==> config.mk <==
export PLATFORM = sky130hd
export DESIGN_NAME = i2c_reserved_address_decoder
export DESIGN_NICKNAME = d
export VERILOG_FILES = /design/src/verilog/bus_pin_sync.v /design/src/verilog/first_byte_class.v /design/src/verilog/i2c_reserved_address_decoder.v
export VERILOG_INCLUDE_DIRS = /design/src /design/src/verilog
export SDC_FILE = /design/constraint.sdc
export NUM_CORES = 1
export LEC_CHECK = 0
export BUFFER_PORTS_ARGS = -buffer_cell sky130_fd_sc_hd__buf_2
export CAP_MARGIN = 25
export CORE_ASPECT_RATIO = 0.6
export CORE_UTILIZATION = 45
export DETAILED_ROUTE_END_ITERATION = 10
export GPL_ROUTABILITY_DRIVEN = 0
export PLACE_DENSITY_LB_ADDON = 0.08
export SETUP_SLACK_MARGIN = 0.2
export SLEW_MARGIN = 30
export SYNTH_ARGS = -nofsm -noshare
export SYNTH_HDL_FRONTEND = slang
export SYNTH_SLANG_ARGS = --single-unit
==> constraint.sdc <==
create_clock -name clk -period 2.4 [get_ports clk]
set_input_delay 0.24 -clock clk [delete_from_list [all_inputs] [get_ports clk]]
set_output_delay 0.24 -clock clk [all_outputs]
set_load 0.005 [all_outputs]
==> src/verilog/i2c_resv_defs.vh <==
// constants for the reserved-address decoder of a two-wire bus target
// assumes the includer wants byte classes, reserved codes and fsm states
`ifndef I2C_RESV_DEFS_VH
`define I2C_RESV_DEFS_VH

`define CL_NORMAL 4'h0
`define CL_GCALL 4'h1
`define CL_SBYTE 4'h2
`define CL_FOREIGN 4'h3
`define CL_FORMAT 4'h4
`define CL_FUTURE 4'h5
`define CL_HSCODE 4'h6
`define CL_TENBIT 4'h7
`define CL_DEVID 4'h8

`define ADDR_GCALL 7'h00
`define ADDR_FOREIGN 7'h01
`define ADDR_FORMAT 7'h02
`define ADDR_FUTURE 7'h03
`define PFX_HSCODE 5'h01
`define PFX_TENBIT 5'h1E
`define PFX_DEVID 5'h1F
`define GC_RESET_CMD 8'h06
`define BIT_LAST 4'h7
`define BIT_ACK 4'h8

`define ST_IDLE 3'h0
`define ST_ADDR 3'h1
`define ST_GCMD 3'h2
`define ST_WR 3'h3
`define ST_RD 3'h4
`define ST_SKIP 3'h5

`endif

==> src/verilog/bus_pin_sync.v <==
// pin synchroniser and bus condition detector for clock and data lines
// assumes both lines arrive asynchronously from open-drain pins
`timescale 1ns/1ps
`default_nettype none
module bus_pin_sync (
	input wire clk,
	input wire rst_n,
	input wire scl_in,
	input wire sda_in,
	output wire scl_s,
	output wire sda_s,
	output wire scl_rise,
	output wire scl_fall,
	output wire start_det,
	output wire stop_det
);
	reg [1:0] scl_meta_r;
	reg [1:0] sda_meta_r;
	reg scl_p_r;
	reg sda_p_r;

	// idle bus is high, so reset to high to avoid a false start
	always @(posedge clk or negedge rst_n) begin
		if (!rst_n) begin
			scl_meta_r <= 2'h3;
			sda_meta_r <= 2'h3;
			scl_p_r <= 1'b1;
			sda_p_r <= 1'b1;
		end else begin
			scl_meta_r <= {scl_meta_r[0], scl_in};
			sda_meta_r <= {sda_meta_r[0], sda_in};
			scl_p_r <= scl_meta_r[1];
			sda_p_r <= sda_meta_r[1];
		end
	end

	assign scl_s = scl_meta_r[1];
	assign sda_s = sda_meta_r[1];
	assign scl_rise = scl_s & ~scl_p_r;
	assign scl_fall = ~scl_s & scl_p_r;
	// data falls with clock high: controller pulls data before clock
	assign start_det = scl_s & scl_p_r & sda_p_r & ~sda_s;
	assign stop_det = scl_s & scl_p_r & ~sda_p_r & sda_s;
endmodule
`default_nettype wire

==> src/verilog/first_byte_class.v <==
// classifies the first byte after a start into reserved and normal classes
// assumes a full byte, address in bits 7..1 and direction in bit 0
`timescale 1ns/1ps
`default_nettype none
`include "i2c_resv_defs.vh"
module first_byte_class (
	input wire [7:0] first_byte,
	output reg [3:0] byte_class
);
	wire [6:0] addr7 = first_byte[7:1];

	always @* begin
		byte_class = `CL_NORMAL;
		if (addr7 == `ADDR_GCALL && !first_byte[0])
			byte_class = `CL_GCALL;
		else if (addr7 == `ADDR_GCALL)
			byte_class = `CL_SBYTE;
		else if (addr7 == `ADDR_FOREIGN)
			byte_class = `CL_FOREIGN;
		else if (addr7 == `ADDR_FORMAT)
			byte_class = `CL_FORMAT;
		else if (addr7 == `ADDR_FUTURE)
			byte_class = `CL_FUTURE;
		else if (first_byte[7:3] == `PFX_HSCODE)
			byte_class = `CL_HSCODE;
		else if (first_byte[7:3] == `PFX_TENBIT)
			byte_class = `CL_TENBIT;
		else if (first_byte[7:3] == `PFX_DEVID)
			byte_class = `CL_DEVID;
	end
endmodule
`default_nettype wire

==> src/verilog/i2c_reserved_address_decoder.v <==
// two-wire bus target that decodes the first byte after every start
// assumes clk far faster than the bus clock; no clock stretching is done
`timescale 1ns/1ps
`default_nettype none
`include "i2c_resv_defs.vh"
module i2c_reserved_address_decoder (
	input wire clk,
	input wire rst_n,
	input wire scl_in,
	input wire sda_in,
	output wire sda_out,
	output wire sda_oe,
	input wire [6:0] own_addr,
	input wire gcall_en,
	input wire bridge_en,
	input wire hs_capable,
	input wire [7:0] tx_data,
	output reg tx_taken,
	output reg [7:0] rx_data,
	output reg rx_valid,
	output reg selected,
	output reg is_read,
	output reg gc_cmd,
	output reg gc_reset,
	output reg hw_gcall,
	output reg [6:0] ctrl_addr,
	output reg hs_mode,
	output reg [2:0] hs_code,
	output reg poll_fast,
	output reg ten_bit_hdr,
	output reg [1:0] ten_bit_hi,
	output reg [3:0] last_class
);
	wire scl_s;
	wire sda_s;
	wire scl_rise;
	wire scl_fall;
	wire start_det;
	wire stop_det;
	wire [3:0] byte_class;
	wire [7:0] byte_now;

	reg [2:0] state_r;
	reg [3:0] bit_cnt_r;
	reg in_ack_r;
	reg ack_pend_r;
	reg sda_oe_r;
	reg [7:0] shift_r;
	reg [7:0] tx_shift_r;

	bus_pin_sync u_sync (
		.clk(clk),
		.rst_n(rst_n),
		.scl_in(scl_in),
		.sda_in(sda_in),
		.scl_s(scl_s),
		.sda_s(sda_s),
		.scl_rise(scl_rise),
		.scl_fall(scl_fall),
		.start_det(start_det),
		.stop_det(stop_det)
	);

	// byte as it stands at the rising edge of its eighth clock
	assign byte_now = {shift_r[6:0], sda_s};

	first_byte_class u_class (
		.first_byte(byte_now),
		.byte_class(byte_class)
	);

	// open-drain: only ever pull low
	assign sda_out = 1'b0;
	assign sda_oe = sda_oe_r;

	always @(posedge clk or negedge rst_n) begin
		if (!rst_n) begin
			state_r <= `ST_IDLE;
			bit_cnt_r <= 4'h0;
			in_ack_r <= 1'b0;
			ack_pend_r <= 1'b0;
			sda_oe_r <= 1'b0;
			shift_r <= 8'h00;
			tx_shift_r <= 8'hFF;
			tx_taken <= 1'b0;
			rx_data <= 8'h00;
			rx_valid <= 1'b0;
			selected <= 1'b0;
			is_read <= 1'b0;
			gc_cmd <= 1'b0;
			gc_reset <= 1'b0;
			hw_gcall <= 1'b0;
			ctrl_addr <= 7'h00;
			hs_mode <= 1'b0;
			hs_code <= 3'h0;
			poll_fast <= 1'b0;
			ten_bit_hdr <= 1'b0;
			ten_bit_hi <= 2'h0;
			last_class <= `CL_NORMAL;
		end else begin
			tx_taken <= 1'b0;
			rx_valid <= 1'b0;
			gc_cmd <= 1'b0;
			gc_reset <= 1'b0;
			hw_gcall <= 1'b0;
			ten_bit_hdr <= 1'b0;
			if (stop_det) begin
				state_r <= `ST_IDLE;
				bit_cnt_r <= 4'h0;
				in_ack_r <= 1'b0;
				sda_oe_r <= 1'b0;
				selected <= 1'b0;
				hs_mode <= 1'b0;
				poll_fast <= 1'b0;
			end else if (start_det) begin
				// repeated start keeps hs_mode until a stop and selection until address known
				state_r <= `ST_ADDR;
				bit_cnt_r <= 4'h0;
				in_ack_r <= 1'b0;
				sda_oe_r <= 1'b0;
			end else if (scl_rise && state_r != `ST_IDLE) begin
				if (in_ack_r) begin
					// high in the ack slot of our own byte means the controller is done
					if (state_r == `ST_RD && sda_s)
						state_r <= `ST_SKIP;
				end else begin
					shift_r <= byte_now;
					bit_cnt_r <= bit_cnt_r + 4'h1;
					// slow pollers wake on a zero anywhere in the first byte after a start, start byte or not
					if (state_r == `ST_ADDR && !sda_s)
						poll_fast <= 1'b1;
					if (bit_cnt_r == `BIT_LAST) begin
						ack_pend_r <= 1'b0;
						case (state_r)
						`ST_ADDR: begin
							last_class <= byte_class;
							state_r <= `ST_SKIP;
							case (byte_class)
							`CL_NORMAL: begin
								// a reserved own_addr never reaches here, so never matches
								if (byte_now[7:1] == own_addr) begin
									selected <= 1'b1;
									is_read <= byte_now[0];
									ack_pend_r <= 1'b1;
									state_r <= byte_now[0] ? `ST_RD : `ST_WR;
								end else begin
									selected <= 1'b0;
								end
							end
							`CL_GCALL: begin
								selected <= 1'b0;
								is_read <= 1'b0;
								if (gcall_en) begin
									ack_pend_r <= 1'b1;
									state_r <= `ST_GCMD;
								end
							end
							`CL_FORMAT: begin
								// a bridge answers this address like its own
								selected <= bridge_en;
								if (bridge_en) begin
									ack_pend_r <= 1'b1;
									is_read <= byte_now[0];
									state_r <= byte_now[0] ? `ST_RD : `ST_WR;
								end
							end
							`CL_HSCODE: begin
								// codes are never acknowledged; the switch still happens when hs_capable is set
								selected <= 1'b0;
								hs_code <= byte_now[2:0];
								if (hs_capable)
									hs_mode <= 1'b1;
							end
							`CL_TENBIT: begin
								// extended addressing is flagged only, never answered here
								selected <= 1'b0;
								ten_bit_hdr <= 1'b1;
								ten_bit_hi <= byte_now[2:1];
							end
							default: begin
								// start byte, foreign bus, future, device id: stay silent
								selected <= 1'b0;
							end
							endcase
						end
						`ST_GCMD: begin
							ack_pend_r <= 1'b1;
							state_r <= `ST_WR;
							if (byte_now[0]) begin
								hw_gcall <= 1'b1;
								ctrl_addr <= byte_now[7:1];
							end else begin
								gc_cmd <= 1'b1;
								if (byte_now == `GC_RESET_CMD)
									gc_reset <= 1'b1;
							end
							rx_data <= byte_now;
						end
						`ST_WR: begin
							ack_pend_r <= 1'b1;
							rx_data <= byte_now;
							rx_valid <= 1'b1;
						end
						default: begin
							ack_pend_r <= 1'b0;
						end
						endcase
					end
				end
			end else if (scl_fall && state_r != `ST_IDLE) begin
				if (bit_cnt_r == `BIT_ACK) begin
					in_ack_r <= 1'b1;
					bit_cnt_r <= 4'h0;
					sda_oe_r <= ack_pend_r;
				end else if (in_ack_r) begin
					in_ack_r <= 1'b0;
					if (state_r == `ST_RD) begin
						tx_taken <= 1'b1;
						sda_oe_r <= ~tx_data[7];
						tx_shift_r <= {tx_data[6:0], 1'b1};
					end else begin
						sda_oe_r <= 1'b0;
					end
				end else if (state_r == `ST_RD && bit_cnt_r != 4'h0) begin
					sda_oe_r <= ~tx_shift_r[7];
					tx_shift_r <= {tx_shift_r[6:0], 1'b1};
				end else begin
					sda_oe_r <= 1'b0;
				end
			end
		end
	end
endmodule
`default_nettype wire

## After elaboration in Yosys (flattened, before gate mapping)

Cells that the tools add are included.

| storage, ports and cells | value |
|---|---|
| register bits after elaboration | 65 |
| bits of input ports | 22 |
| output and inout port bits | 36 |
| logic and storage cells | 224 |

| cells by class | value |
|---|---|
| add/sub/neg operators | 1 |
| equal/unequal tests | 26 |
| muxes and demuxes | 112 |
| bitwise logic cells | 18 |
| reductions and logical operators | 41 |

Operators by type and width:

| kind | number |
|---|---|
| 1-bit 2-to-1 mux | 79 |
| 4-bit 2-to-1 mux | 14 |
| 7-bit AND reduction | 5 |
| 3-bit 2-to-1 mux | 10 |
| 8-bit 2-to-1 mux | 3 |
| 4-bit by 3-bit equality test with 1-bit output (second input constant) | 4 |
| 4-bit nonzero test | 4 |
| 7-bit by 2-bit equality test with 1-bit output (second input constant) | 2 |
| 2-bit nonzero test | 7 |
| 4-bit AND reduction | 3 |
| 6-bit AND reduction | 2 |
| 3-bit nonzero test | 4 |
| 1-bit NOT | 11 |
| 5-bit equality test (second input constant) | 2 |
| 5-bit AND reduction | 2 |
| 3-bit one-hot mux with 3 select lines | 1 |
| 9-bit AND reduction | 1 |
| 8-bit by 3-bit equality test with 1-bit output (second input constant) | 1 |
| 1-bit bitwise AND | 7 |
| 7-bit by 1-bit equality test with 1-bit output (second input constant) | 1 |
| 7-bit equality test | 1 |
| 7-bit zero test | 1 |
| 3-bit by 2-bit equality test with 1-bit output (second input constant) | 2 |
| 1-bit logical AND | 6 |
| 20 further kinds | 25 |

## Longest topological paths before layout

Gate-level depths: netlist of run 1.

| logic depth | value |
|---|---|
| depth in word-level cells | 17 |
| mapped depth | 8 |
| mapped depth without buffers | 7 |

## Hierarchy

Synthesis of run 1 repeated with hierarchy kept, for this count alone.

| second synthesis, totals | value |
|---|---|
| cell total of the unflattened synthesis | 270 |
| area, all modules | 3148.0 um2 |

By module, submodules not included:

| module | instances | cells each | area an instance (um2) | sequential area each (um2) |
|---|---|---|---|---|
| i2c_reserved_address_decoder | 1 | 243 | 2849.0 | 1460.2 |
| bus_pin_sync | 1 | 10 | 190.2 | 157.7 |
| first_byte_class | 1 | 17 | 108.9 | 0.0 |

## Least setup slack after synthesis of run 1

Ideal clock, no wire load.

| path | value |
|---|---|
| path kind | reg2reg |
| from | register u_sync.scl_meta_r[1] |
| to | register rx_data[2] |
| library setup time | 0.125 ns |
| arrival | 1.941 ns |
| required time | 2.275 ns |
| slack | 0.334 ns |
| stages on the path, launching flop included | 6 |
| path buffers | 1 |
| period minus slack after synthesis | 2.066 ns |
| cell sequence | dfstp_2 nand2b_1 or3_4 or4b_4 buf_6 mux2_4 |

| between the ends | value |
|---|---|
| word-level cells in the longest chain between the ends | 5 |
| elaborated cells on any way between the ends | 10 |
| those cells by class | bitwise: 8; reduce/logical: 2 |

RTL lines:

| item | line | source |
|---|---|---|
| start, declared | bus_pin_sync.v:17 | `reg [1:0] scl_meta_r;` |
| start signal, assigned | bus_pin_sync.v:30 | `scl_meta_r <= {scl_meta_r[0], scl_in};` |
| 1-bit bitwise AND | bus_pin_sync.v:42, bus_pin_sync.v:43 |  |
| 1-bit bitwise AND (on tied branches) (2 in a row) | bus_pin_sync.v:43, bus_pin_sync.v:42 |  |
| 1-bit NOT (no line) | - |  |
| 6-bit AND reduction (no line) * | - |  |
| end signal, assigned | i2c_reserved_address_decoder.v:197 | `rx_data <= byte_now;` |
| end signal, assigned | i2c_reserved_address_decoder.v:201 | `rx_data <= byte_now;` |
| end, declared | i2c_reserved_address_decoder.v:19 | `output reg [7:0] rx_data,` |

Every way passes the cells marked *; elsewhere a longest branch is shown, timed or not.
A chain may end at the register's enable or synchronous reset.

## Worst setup path after layout of run 1

| path | value |
|---|---|
| from | register u_sync.scl_meta_r[1] |
| to | register rx_data[4] |

Same word-level chain as after synthesis.

==> impl_metrics.py, run 1 <==
metrics = {
    "cts": {
        "cts.sinks": 64,
        "cts-root-buf": "clkbuf_8",
        "clkTransAtPathRegs_ns": 0.07,
        "clk_path_buf_depth": 2,
        "clock_latency_ns": 0.34,
        "numCtsBuffers": 9,
        "cts_tree": "yes",
        "h-tree-depth": 3,
    },
    "placed_design": {
        "numPortBuffers": 56,
        "dpl.hpwl_mm": 4.951,
    },
    "grt": {
        "grt_pass1_vias": 2174,
        "grt_start_max_net_pins": 41,
        "grt_overflow": 0,
        "grt_pass1_wl_mm": 11.45,
        "antenna_found_initial": 0,
        "grt_util_all_layers_pct": 22.07,
    },
    "critical_path": {
        "critPathKind": "reg2reg",
        "cp.required_ns": 2.63,
        "cp-start-kind": "flop",
        "rr_endpoint": "rx_data[4]$_DFFE_PN0P_",
        "crit_path_end_kind": "flop",
        "rr_worst_depth": 4,
        "cp.arrival_ns": 2.40,
        "r2r_setup_slack_ns": 0.23,
        "cp-endpoint": "rx_data[4]$_DFFE_PN0P_",
        "cp_max_fo": 7,
        "r2r_start": "u_sync.scl_meta_r[1]$_DFF_PN1_",
        "critPathLaunch": "u_sync.scl_meta_r[1]$_DFF_PN1_",
    },
    "status": {
        "outcome": "completed",
    },
    "layout": {
        "antennaDiodeCount": 0,
        "syn_to_final_growth_pct": 24.47,
        "layout_common_cells": "56 x buf_2, 51 x dfrtp_1, 43 x nand2_1, 20 x buf_4, 16 x o21ai_0",
        "drive_gt1_share_pct": 37.43,
        "utilization_pct": 59.33,
        "final_common_cell": "buf_2",
        "nets": 377,
    },
    "pwr": {
        "ir_worst_vdd_uv": 419.3,
        "p_leak_nw": 1.951,
        "p_per_area_nw_per_um2": 870.9,
    },
    "sta": {
        "worstMarginPinSlew_ns": 0.7327,
        "fmax_ghz": 0.4607,
        "fin_skew_ns": 0.008785,
        "drv_slew": 0,
        "final_hold_viol_count": 0,
        "setup_tns_ns": 0,
        "rsz0062_at_grt": "yes",
        "max_slew_margin_pct": 50.89,
        "setup-violations-final": 0,
        "period_needed_ns": 2.171,
        "fin_crit_sh_pct": 90.44,
    },
    "synthesis": {
        "yosys_register_bits": 64,
        "ys_warn_count": 0,
        "async_reset_ff_share_pct": 100.0,
        "ys_seq_area_share_pct": 54.08,
        "ys_types": 50,
        "synth_edf_count": 0,
        "synth_area_leaders": "dfrtp_1 43%, dfstp_2 11%, mux2_2 5.6%",
        "syn_area_per_cell_um2": 10.72,
        "synth-main-ff-cell": "dfrtp_1",
        "netlist_area_um2": 2992,
        "yosysTopAreaCellShare_pct": 42.66,
        "syn_nets": 303,
        "synth_area_leader_cell": "dfrtp_1",
        "synth_cells": 279,
    },
    "floorplanning": {
        "coreArea_um2": 6276,
        "initial_core_util_pct": 47.67,
        "row_count": 22,
        "ioPinCount": 58,
        "fp.dieH_um": 65.16,
        "die_w_um": 107.3,
        "die-area_um2": 6989,
    },
    "route": {
        "avgRoutedWirePerCell_um": 15.73,
        "drc_errors": 0,
        "drtIter0Drc": 201,
        "routed_wl_mm": 6.953,
        "dr.pass1.iters": 4,
        "ant_nets": 0,
        "vias_per_cell": 5.317,
        "num_vias": 2350,
    },
    "flow_run": {
        "cap_viol_max_count": 0,
    },
    "worst_hold_path": {
        "min-delay-path-class": "in2reg",
    },
}
cell usage after synthesis, types with 2 or more instances:
cell type,number
nor4_1,4
nand3b_1,5
nor2b_1,4
clkbuf_1,13
a21oi_1,8
o21ai_0,16
nand2b_1,4
xor2_1,10
mux2_2,15
or3_1,2
and3_1,2
inv_1,11
dfrtp_1,51
buf_2,2
o311ai_0,2
or4_1,2
o21a_1,4
mux2i_1,8
ha_1,2
mux2_4,6
o211ai_1,2
nand3_1,6
dfstp_2,13
nand2_1,43
nor3_1,8
nor2_1,12
worst min path at each step:
stage / from / depth (start not counted) / slack (ns) / endpoint
after floorplan: rst_n / 0 / -0.06 / ack_pend_r$_DFFE_PN0P_
after global placement: rst_n / 1 / 0.27 / ten_bit_hdr$_DFF_PN0_
after detailed placement: rst_n / 1 / 0.28 / ten_bit_hdr$_DFF_PN0_
after CTS: hs_capable / 3 / 0.14 / hs_mode$_DFFE_PN0P_
after global routing: hs_capable / 3 / 0.18 / hs_mode$_DFFE_PN0P_
final: hs_capable / 3 / 0.14 / hs_mode$_DFFE_PN0P_
stage by stage:
step / worst slack [ns] / hold WS (ns) / area, µm² / instances / total power [mW]
after global routing: 0.1840 / 0.1826 / 3724 / 442 / 3.431
after global placement: 0.2197 / 0.2685 / 3421 / 416 / 2.265
after detailed placement: 0.1598 / 0.2760 / 3426 / 416 / 2.282
final: 0.2293 / 0.1415 / 3724 / 442 / 3.243
after CTS: 0.1889 / 0.1393 / 3691 / 439 / 3.236
after floorplan: 0.3341 / -0.05559 / 2992 / 279 / 1.938
per-layer routing:
metal / vias up / track usage, % / share of wire, %
met5: - / 0 / 0
met1: 1146 / 35.06 / 53
met2: 84 / 28.71 / 38
li1: 1114 / - / -
met3: 6 / 5.655 / 8.3
met4: 0 / 6.678 / 0.73
worst max-delay path, stage by stage, from the launching register on:
cell and delay, ns:
dfstp_2 0.58, nand2b_1 0.13, or3_4 0.44, or4b_4 0.59, mux2_4 0.32
layout make-up:
cell class	instances	area [µm²]
sequential	64	1618
timing repair buffer	80	480.5
clock inverter	3	40.04
inverter	11	41.29
fill	550	2552
multi-input combinational	187	1280
clock buffer	13	158.9
tap	84	105.1
kinds of logic after synthesis:
kind of cell / count (synthesis) / share of synthesized area [%]
flip-flops: 64 / 54.08
XOR/XNOR: 11 / 3.220
AO/OA/AOI/OAI: 43 / 9.327
multiplexers: 29 / 11.33
buffers and inverters: 29 / 4.099
adder cells (fa/ha/maj): 2 / 0.8363
AND/OR/NAND/NOR: 100 / 16.98
other: 1 / 0.1254
where the power goes:
part / total (mW) / internal (mW) / switching, mW
combinational: 0.916 / 0.397 / 0.519
sequential: 1.39 / 1.23 / 0.160
clock: 0.932 / 0.534 / 0.398
total: 3.24 / 2.17 / 1.08
flip-flops by register name (all words and copies together), names as in the netlist, 2 cells and up:
register / cells
ctrl_addr: 7
rx_data: 8
shift_r: 7
tx_shift_r: 7
u_sync.sda_meta_r: 2
u_sync.scl_meta_r: 2
state_r: 3
hs_code: 3
bit_cnt_r: 4
last_class: 4
ten_bit_hi: 2
timing repair:
item,CTS,global route
hold endpoints to repair,19,0
pin swaps,0,0
setup endpoints to repair,14,19
hold buffers,3,0
gates resized for setup,1,2
buffers inserted,3,3
cloned,1,0
Note: power is estimated with default switching activity, not from simulation.
==> run 2: changes to the inputs <==
- REMOVE_ABC_BUFFERS: not set -> 1
==> run 2 against run 1 <==
Register-to-register slack barely moved. Critical path depth did not move. Cell count fell by 1.1%. Total power barely moved. Setup slack barely moved. Worst hold slack got worse by 0.083 ns. Clock-buffer cell count did not move. Final area fell by 0.81%. Non-clock buffer count fell by 6. Die area did not move. Wire length fell by 0.58%. Highest routed layer unchanged.
==> impl_metrics.py, run 2 (synthesis gave the netlist of run 1 again) <==
metrics = {
    "sta": {
        "final_hold_viol_count": 0,
        "setup_tns_ns": 0,
        "fin_crit_sh_pct": 90.45,
        "fmax_ghz": 0.4606,
        "setup-violations-final": 0,
        "period_needed_ns": 2.171,
        "worstMarginPinSlew_ns": 0.7963,
        "drv_slew": 0,
        "rsz0062_at_grt": "no",
        "max_slew_margin_pct": 46.91,
        "fin_skew_ns": 0.005839,
    },
    "floorplanning": {
        "initial_core_util_pct": 47.67,
        "ioPinCount": 58,
        "die_w_um": 107.3,
        "coreArea_um2": 6276,
        "row_count": 22,
        "fp.dieH_um": 65.16,
        "die-area_um2": 6989,
    },
    "grt": {
        "grt_overflow": 0,
        "grt_start_max_net_pins": 65,
        "grt_util_all_layers_pct": 21.64,
        "grt_pass1_vias": 2184,
        "grt_pass1_wl_mm": 11.17,
        "antenna_found_initial": 0,
    },
    "cts": {
        "clock_latency_ns": 0.34,
        "h-tree-depth": 3,
        "clkTransAtPathRegs_ns": 0.07,
        "cts_tree": "yes",
        "clk_path_buf_depth": 2,
        "cts.sinks": 64,
        "cts-root-buf": "clkbuf_8",
        "numCtsBuffers": 9,
    },
    "flow_run": {
        "cap_viol_max_count": 0,
    },
    "layout": {
        "ff_latch_area_um2": 1618,
        "largest_register_ffs": 8,
        "drive_gt1_share_pct": 37.39,
        "regMostFlops": "rx_data",
        "layout_common_cells": "56 x buf_2, 51 x dfrtp_1, 43 x nand2_1, 16 x o21ai_0, 16 x buf_4",
        "antennaDiodeCount": 0,
        "syn_to_final_growth_pct": 23.46,
        "multiInputGateArea_um2": 1310,
        "final_common_cell": "buf_2",
        "fill_cells": 534,
        "nets": 372,
    },
    "critical_path": {
        "cp_max_fo": 6,
        "cp.arrival_ns": 2.40,
        "r2r_setup_slack_ns": 0.23,
        "rr_endpoint": "rx_data[7]$_DFFE_PN0P_",
        "critPathKind": "reg2reg",
        "cp-start-kind": "flop",
        "r2r_start": "u_sync.scl_meta_r[1]$_DFF_PN1_",
        "crit_path_end_kind": "flop",
        "rr_worst_depth": 4,
        "cp.required_ns": 2.62,
    },
    "pwr": {
        "p_per_area_nw_per_um2": 877.9,
        "fin_total_pwr_mw": 3.243,
        "p_leak_nw": 1.931,
        "ir_worst_vdd_uv": 345.1,
    },
    "route": {
        "avgRoutedWirePerCell_um": 15.82,
        "drc_errors": 0,
        "dr.pass1.iters": 4,
        "num_vias": 2291,
        "vias_per_cell": 5.243,
        "ant_nets": 0,
        "routed_wl_mm": 6.913,
        "drtIter0Drc": 108,
    },
    "placed_design": {
        "dpl.hpwl_mm": 4.755,
        "numPortBuffers": 56,
    },
    "status": {
        "outcome": "completed",
    },
    "worst_hold_path": {
        "min-delay-path-class": "in2async",
    },
}
## run 2: changes by cell type in the layout (fill, tap and decap cells not counted)
cell	previous run	this run
buf_12	1	0
buf_4	20	16
dlygate4sd3_1	3	2
nand2b_1	4	3
nand2b_4	0	1
nor4_2	2	1
nor4_4	0	1
nor4b_1	1	0
nor4b_2	0	1
or3_2	0	1
## run 2: layout make-up
type	instances	area share (%)
tap	84	2.846
clock buffer	13	4.302
inverter	11	1.118
multi-input combinational	188	35.47
sequential	64	43.80
clock inverter	3	1.084
timing repair buffer	74	11.38
## run 2: worst max-delay path by stage
stage                                         from                  endpoint  cells past startpoint
global placement    u_sync.scl_meta_r[1]$_DFF_PN1_  ctrl_addr[6]$_DFFE_PN0P_                      4
floorplan                     in_ack_r$_DFFE_PN0P_    hs_code[0]$_DFFE_PN0P_                      4
finish              u_sync.scl_meta_r[1]$_DFF_PN1_    rx_data[7]$_DFFE_PN0P_                      4
CTS                 u_sync.scl_meta_r[1]$_DFF_PN1_    rx_data[7]$_DFFE_PN0P_                      4
global route                state_r[1]$_DFFE_PN0P_    rx_data[6]$_DFFE_PN0P_                      4
detailed placement  u_sync.scl_meta_r[1]$_DFF_PN1_    rx_data[7]$_DFFE_PN0P_                      4
## run 2: per-stage QoR
| stage | area (µm²) | hold slack (ns) | instances | util, % | setup WS, ns |
|---|---|---|---|---|---|
| 2_1_floorplan | 2910 | -0.05559 | 261 | - | 0.3113 |
| 3_3_place_gp | 3386 | 0.3449 | 413 | 53.95 | 0.2350 |
| 3_5_place_dp | 3386 | 0.3475 | 413 | 53.95 | 0.1878 |
| 4_1_cts | 3616 | 0.08686 | 432 | 57.62 | 0.1869 |
| 5_1_grt | 3694 | 0.1302 | 437 | 58.85 | 0.1972 |
| 6_report | 3694 | 0.05819 | 437 | 58.85 | 0.2291 |
## run 2: metal layers
metal	global-route usage, %	wire (µm)	vias to the layer above
met5	0	0	-
met2	28.71	2807	65
li1	-	-	1113
met4	7.705	40	0
met3	7.044	452	4
met1	32.49	3613	1109
## run 2: worst max-delay path: stages, from the launching register on
cell	delay, ns
dfstp_2	0.60
nand2b_4	0.08
or3_4	0.43
or4b_4	0.62
mux2_4	0.33
## run 2: where the power goes
part	switching, mW	internal (mW)	total, mW
Combinational	0.511	0.394	0.905
Clock	0.401	0.534	0.935
Sequential	0.168	1.23	1.40
Total	1.08	2.16	3.24
## run 2: repair_timing
| action | 4_1_cts | 5_1_grt |
|---|---|---|
| gates resized for setup | 1 | 5 |
| setup endpoints to repair | 13 | 15 |
| pin swaps | 0 | 2 |
| endpoints found under the hold margin | 2 | 0 |
| hold buffers | 2 | 0 |
| gates cloned | 0 | 2 |
| buffers inserted | 1 | 3 |
==> run 3: changes to the inputs <==
- GPL_ROUTABILITY_DRIVEN: 0 -> 1
- PLACE_DENSITY_LB_ADDON: 0.08 -> 0.15
==> run 3 against run 2 <==
Final area rose by 1.1%. First-iteration DRC count increased by 41%. Wire length decreased by 1.6%. Via count unchanged. Flip-flop and latch count did not move. Sequential power barely moved. Global-route usage rose by 0.38 points. Clock-buffer cell count stayed put. Register-to-register slack improved by 0.02 ns. Clock power hardly changed. Largest cell class unchanged. Largest power group unchanged.
==> impl_metrics.py, run 3 (synthesis gave the netlist of run 1 again) <==
metrics = {
    "layout": {
        "antennaDiodeCount": 0,
        "layout_common_cells": "56 x buf_2, 51 x dfrtp_1, 43 x nand2_1, 22 x buf_4, 16 x o21ai_0",
        "drive_gt1_share_pct": 38.16,
        "fill_cells": 563,
        "syn_to_final_growth_pct": 24.76,
        "ff_latch_area_um2": 1618,
        "multiInputGateArea_um2": 1294,
        "largest_register_ffs": 8,
        "final_area_um2": 3732,
        "nets": 378,
        "instances_no_fill": 443,
        "final_common_cell": "buf_2",
        "utilization_pct": 59.47,
        "regMostFlops": "rx_data",
    },
    "floorplanning": {
        "die-area_um2": 6989,
        "row_count": 22,
        "ioPinCount": 58,
        "coreArea_um2": 6276,
        "fp.dieH_um": 65.16,
        "initial_core_util_pct": 47.67,
        "die_w_um": 107.3,
    },
    "critical_path": {
        "critPathKind": "reg2reg",
        "cp.arrival_ns": 2.37,
        "r2r_start": "u_sync.scl_meta_r[1]$_DFF_PN1_",
        "cp.required_ns": 2.62,
        "r2r_setup_slack_ns": 0.25,
        "crit_path_end_kind": "flop",
        "cp_max_fo": 7,
        "rr_endpoint": "rx_data[2]$_DFFE_PN0P_",
        "cp-start-kind": "flop",
        "rr_worst_depth": 4,
    },
    "sta": {
        "fmax_ghz": 0.4657,
        "worstMarginPinSlew_ns": 0.6867,
        "drv_slew": 0,
        "setup_tns_ns": 0,
        "rsz0062_at_grt": "no",
        "fin_skew_ns": 0.008493,
        "period_needed_ns": 2.147,
        "whs_ns": 0.1395,
        "fin_crit_sh_pct": 89.48,
        "final_hold_viol_count": 0,
        "setup-violations-final": 0,
        "max_slew_margin_pct": 54.22,
    },
    "worst_hold_path": {
        "hold_depth": 3,
        "hold_start": "hs_capable",
        "min-delay-path-class": "in2reg",
        "whs_endpoint": "hs_mode$_DFFE_PN0P_",
    },
    "route": {
        "avgRoutedWirePerCell_um": 15.35,
        "drc_errors": 0,
        "routed_wl_mm": 6.800,
        "vias_per_cell": 5.172,
        "drtIter0Drc": 152,
        "ant_nets": 0,
        "dr.pass1.iters": 4,
        "num_vias": 2291,
    },
    "flow_run": {
        "cap_viol_max_count": 0,
    },
    "cts": {
        "numCtsBuffers": 9,
        "h-tree-depth": 3,
        "clkTransAtPathRegs_ns": 0.06,
        "cts.sinks": 64,
        "clock_latency_ns": 0.34,
        "clk_path_buf_depth": 2,
        "cts_tree": "yes",
        "cts-root-buf": "clkbuf_8",
    },
    "placed_design": {
        "postPlaceCellArea_um2": 3428,
        "place_inst": 418,
        "numPortBuffers": 56,
        "gp_congestion": 0.8490,
        "dpl.hpwl_mm": 4.864,
    },
    "grt": {
        "grt_overflow": 0,
        "grt_util_all_layers_pct": 22.02,
        "grt_start_max_net_pins": 30,
        "antenna_found_initial": 0,
        "grt_pass1_vias": 2177,
        "grt_pass1_wl_mm": 11.45,
    },
    "pwr": {
        "p_leak_nw": 1.959,
        "ir_worst_vdd_uv": 442.9,
        "p_per_area_nw_per_um2": 873.5,
    },
    "status": {
        "outcome": "completed",
    },
}
[run 3: changes by cell type in the layout (fill, tap and decap cells not counted), sizes merged]
cell,change
buf,+6
dlygate4sd3,+1
or3,-1
[run 3: power breakdown]
| part | total [mW] | switching, mW | internal (mW) |
|---|---|---|---|
| clock | 0.933 | 0.399 | 0.534 |
| combinational | 0.939 | 0.515 | 0.424 |
| sequential | 1.39 | 0.153 | 1.23 |
[run 3: final cells by class]
class	count	share of cell area, %
repair buffers	81	12.74
flip-flops and latches	64	43.35
clock buffers	13	4.257
inverters	11	1.106
well taps	84	2.816
multi-input cells	187	34.66
clock inverters	3	1.073
[run 3: per-stage QoR]
stage               power (mW)  worst slack (ns)
floorplan                1.898            0.3113
global placement         2.294            0.2220
detailed placement       2.300            0.1503
CTS                      3.263            0.2198
global route             3.481            0.2158
finish                   3.260            0.2526
[run 3: worst max path at each step]
stage / start / to / slack, ns
floorplan: in_ack_r$_DFFE_PN0P_ / hs_code[0]$_DFFE_PN0P_ / 0.31
global placement: u_sync.scl_meta_r[1]$_DFF_PN1_ / is_read$_DFFE_PN0P_ / 0.22
finish: u_sync.scl_meta_r[1]$_DFF_PN1_ / rx_data[2]$_DFFE_PN0P_ / 0.25
detailed placement: u_sync.scl_meta_r[1]$_DFF_PN1_ / ctrl_addr[2]$_DFFE_PN0P_ / 0.15
global route: u_sync.scl_meta_r[1]$_DFF_PN1_ / is_read$_DFFE_PN0P_ / 0.22
CTS: u_sync.scl_meta_r[1]$_DFF_PN1_ / rx_data[2]$_DFFE_PN0P_ / 0.22
[run 3: critical path: stages (launching register included)]
cell      delay (ns)
dfstp_2         0.59
nand2b_4        0.08
or3_4           0.43
or4b_4          0.61
mux2_4          0.32
[run 3: layer usage]
layer | vias up | global-route usage, % | part of all wire (%)
li1 | 1112 | - | -
met1 | 1102 | 34.28 | 53
met2 | 73 | 28.87 | 40
met3 | 4 | 6.151 | 6.4
met4 | 0 | 7.192 | 0.72
met5 | - | 0 | 0
[run 3: repair_timing]
action                     in CTS  in global routing
setup buffers                   1                  4
pin swaps                       0                  3
hold buffers                    3                  0
gates resized for setup         2                  3
hold endpoints to repair       26                  0
gates cloned                    1                  0
setup endpoints to repair      13                 12
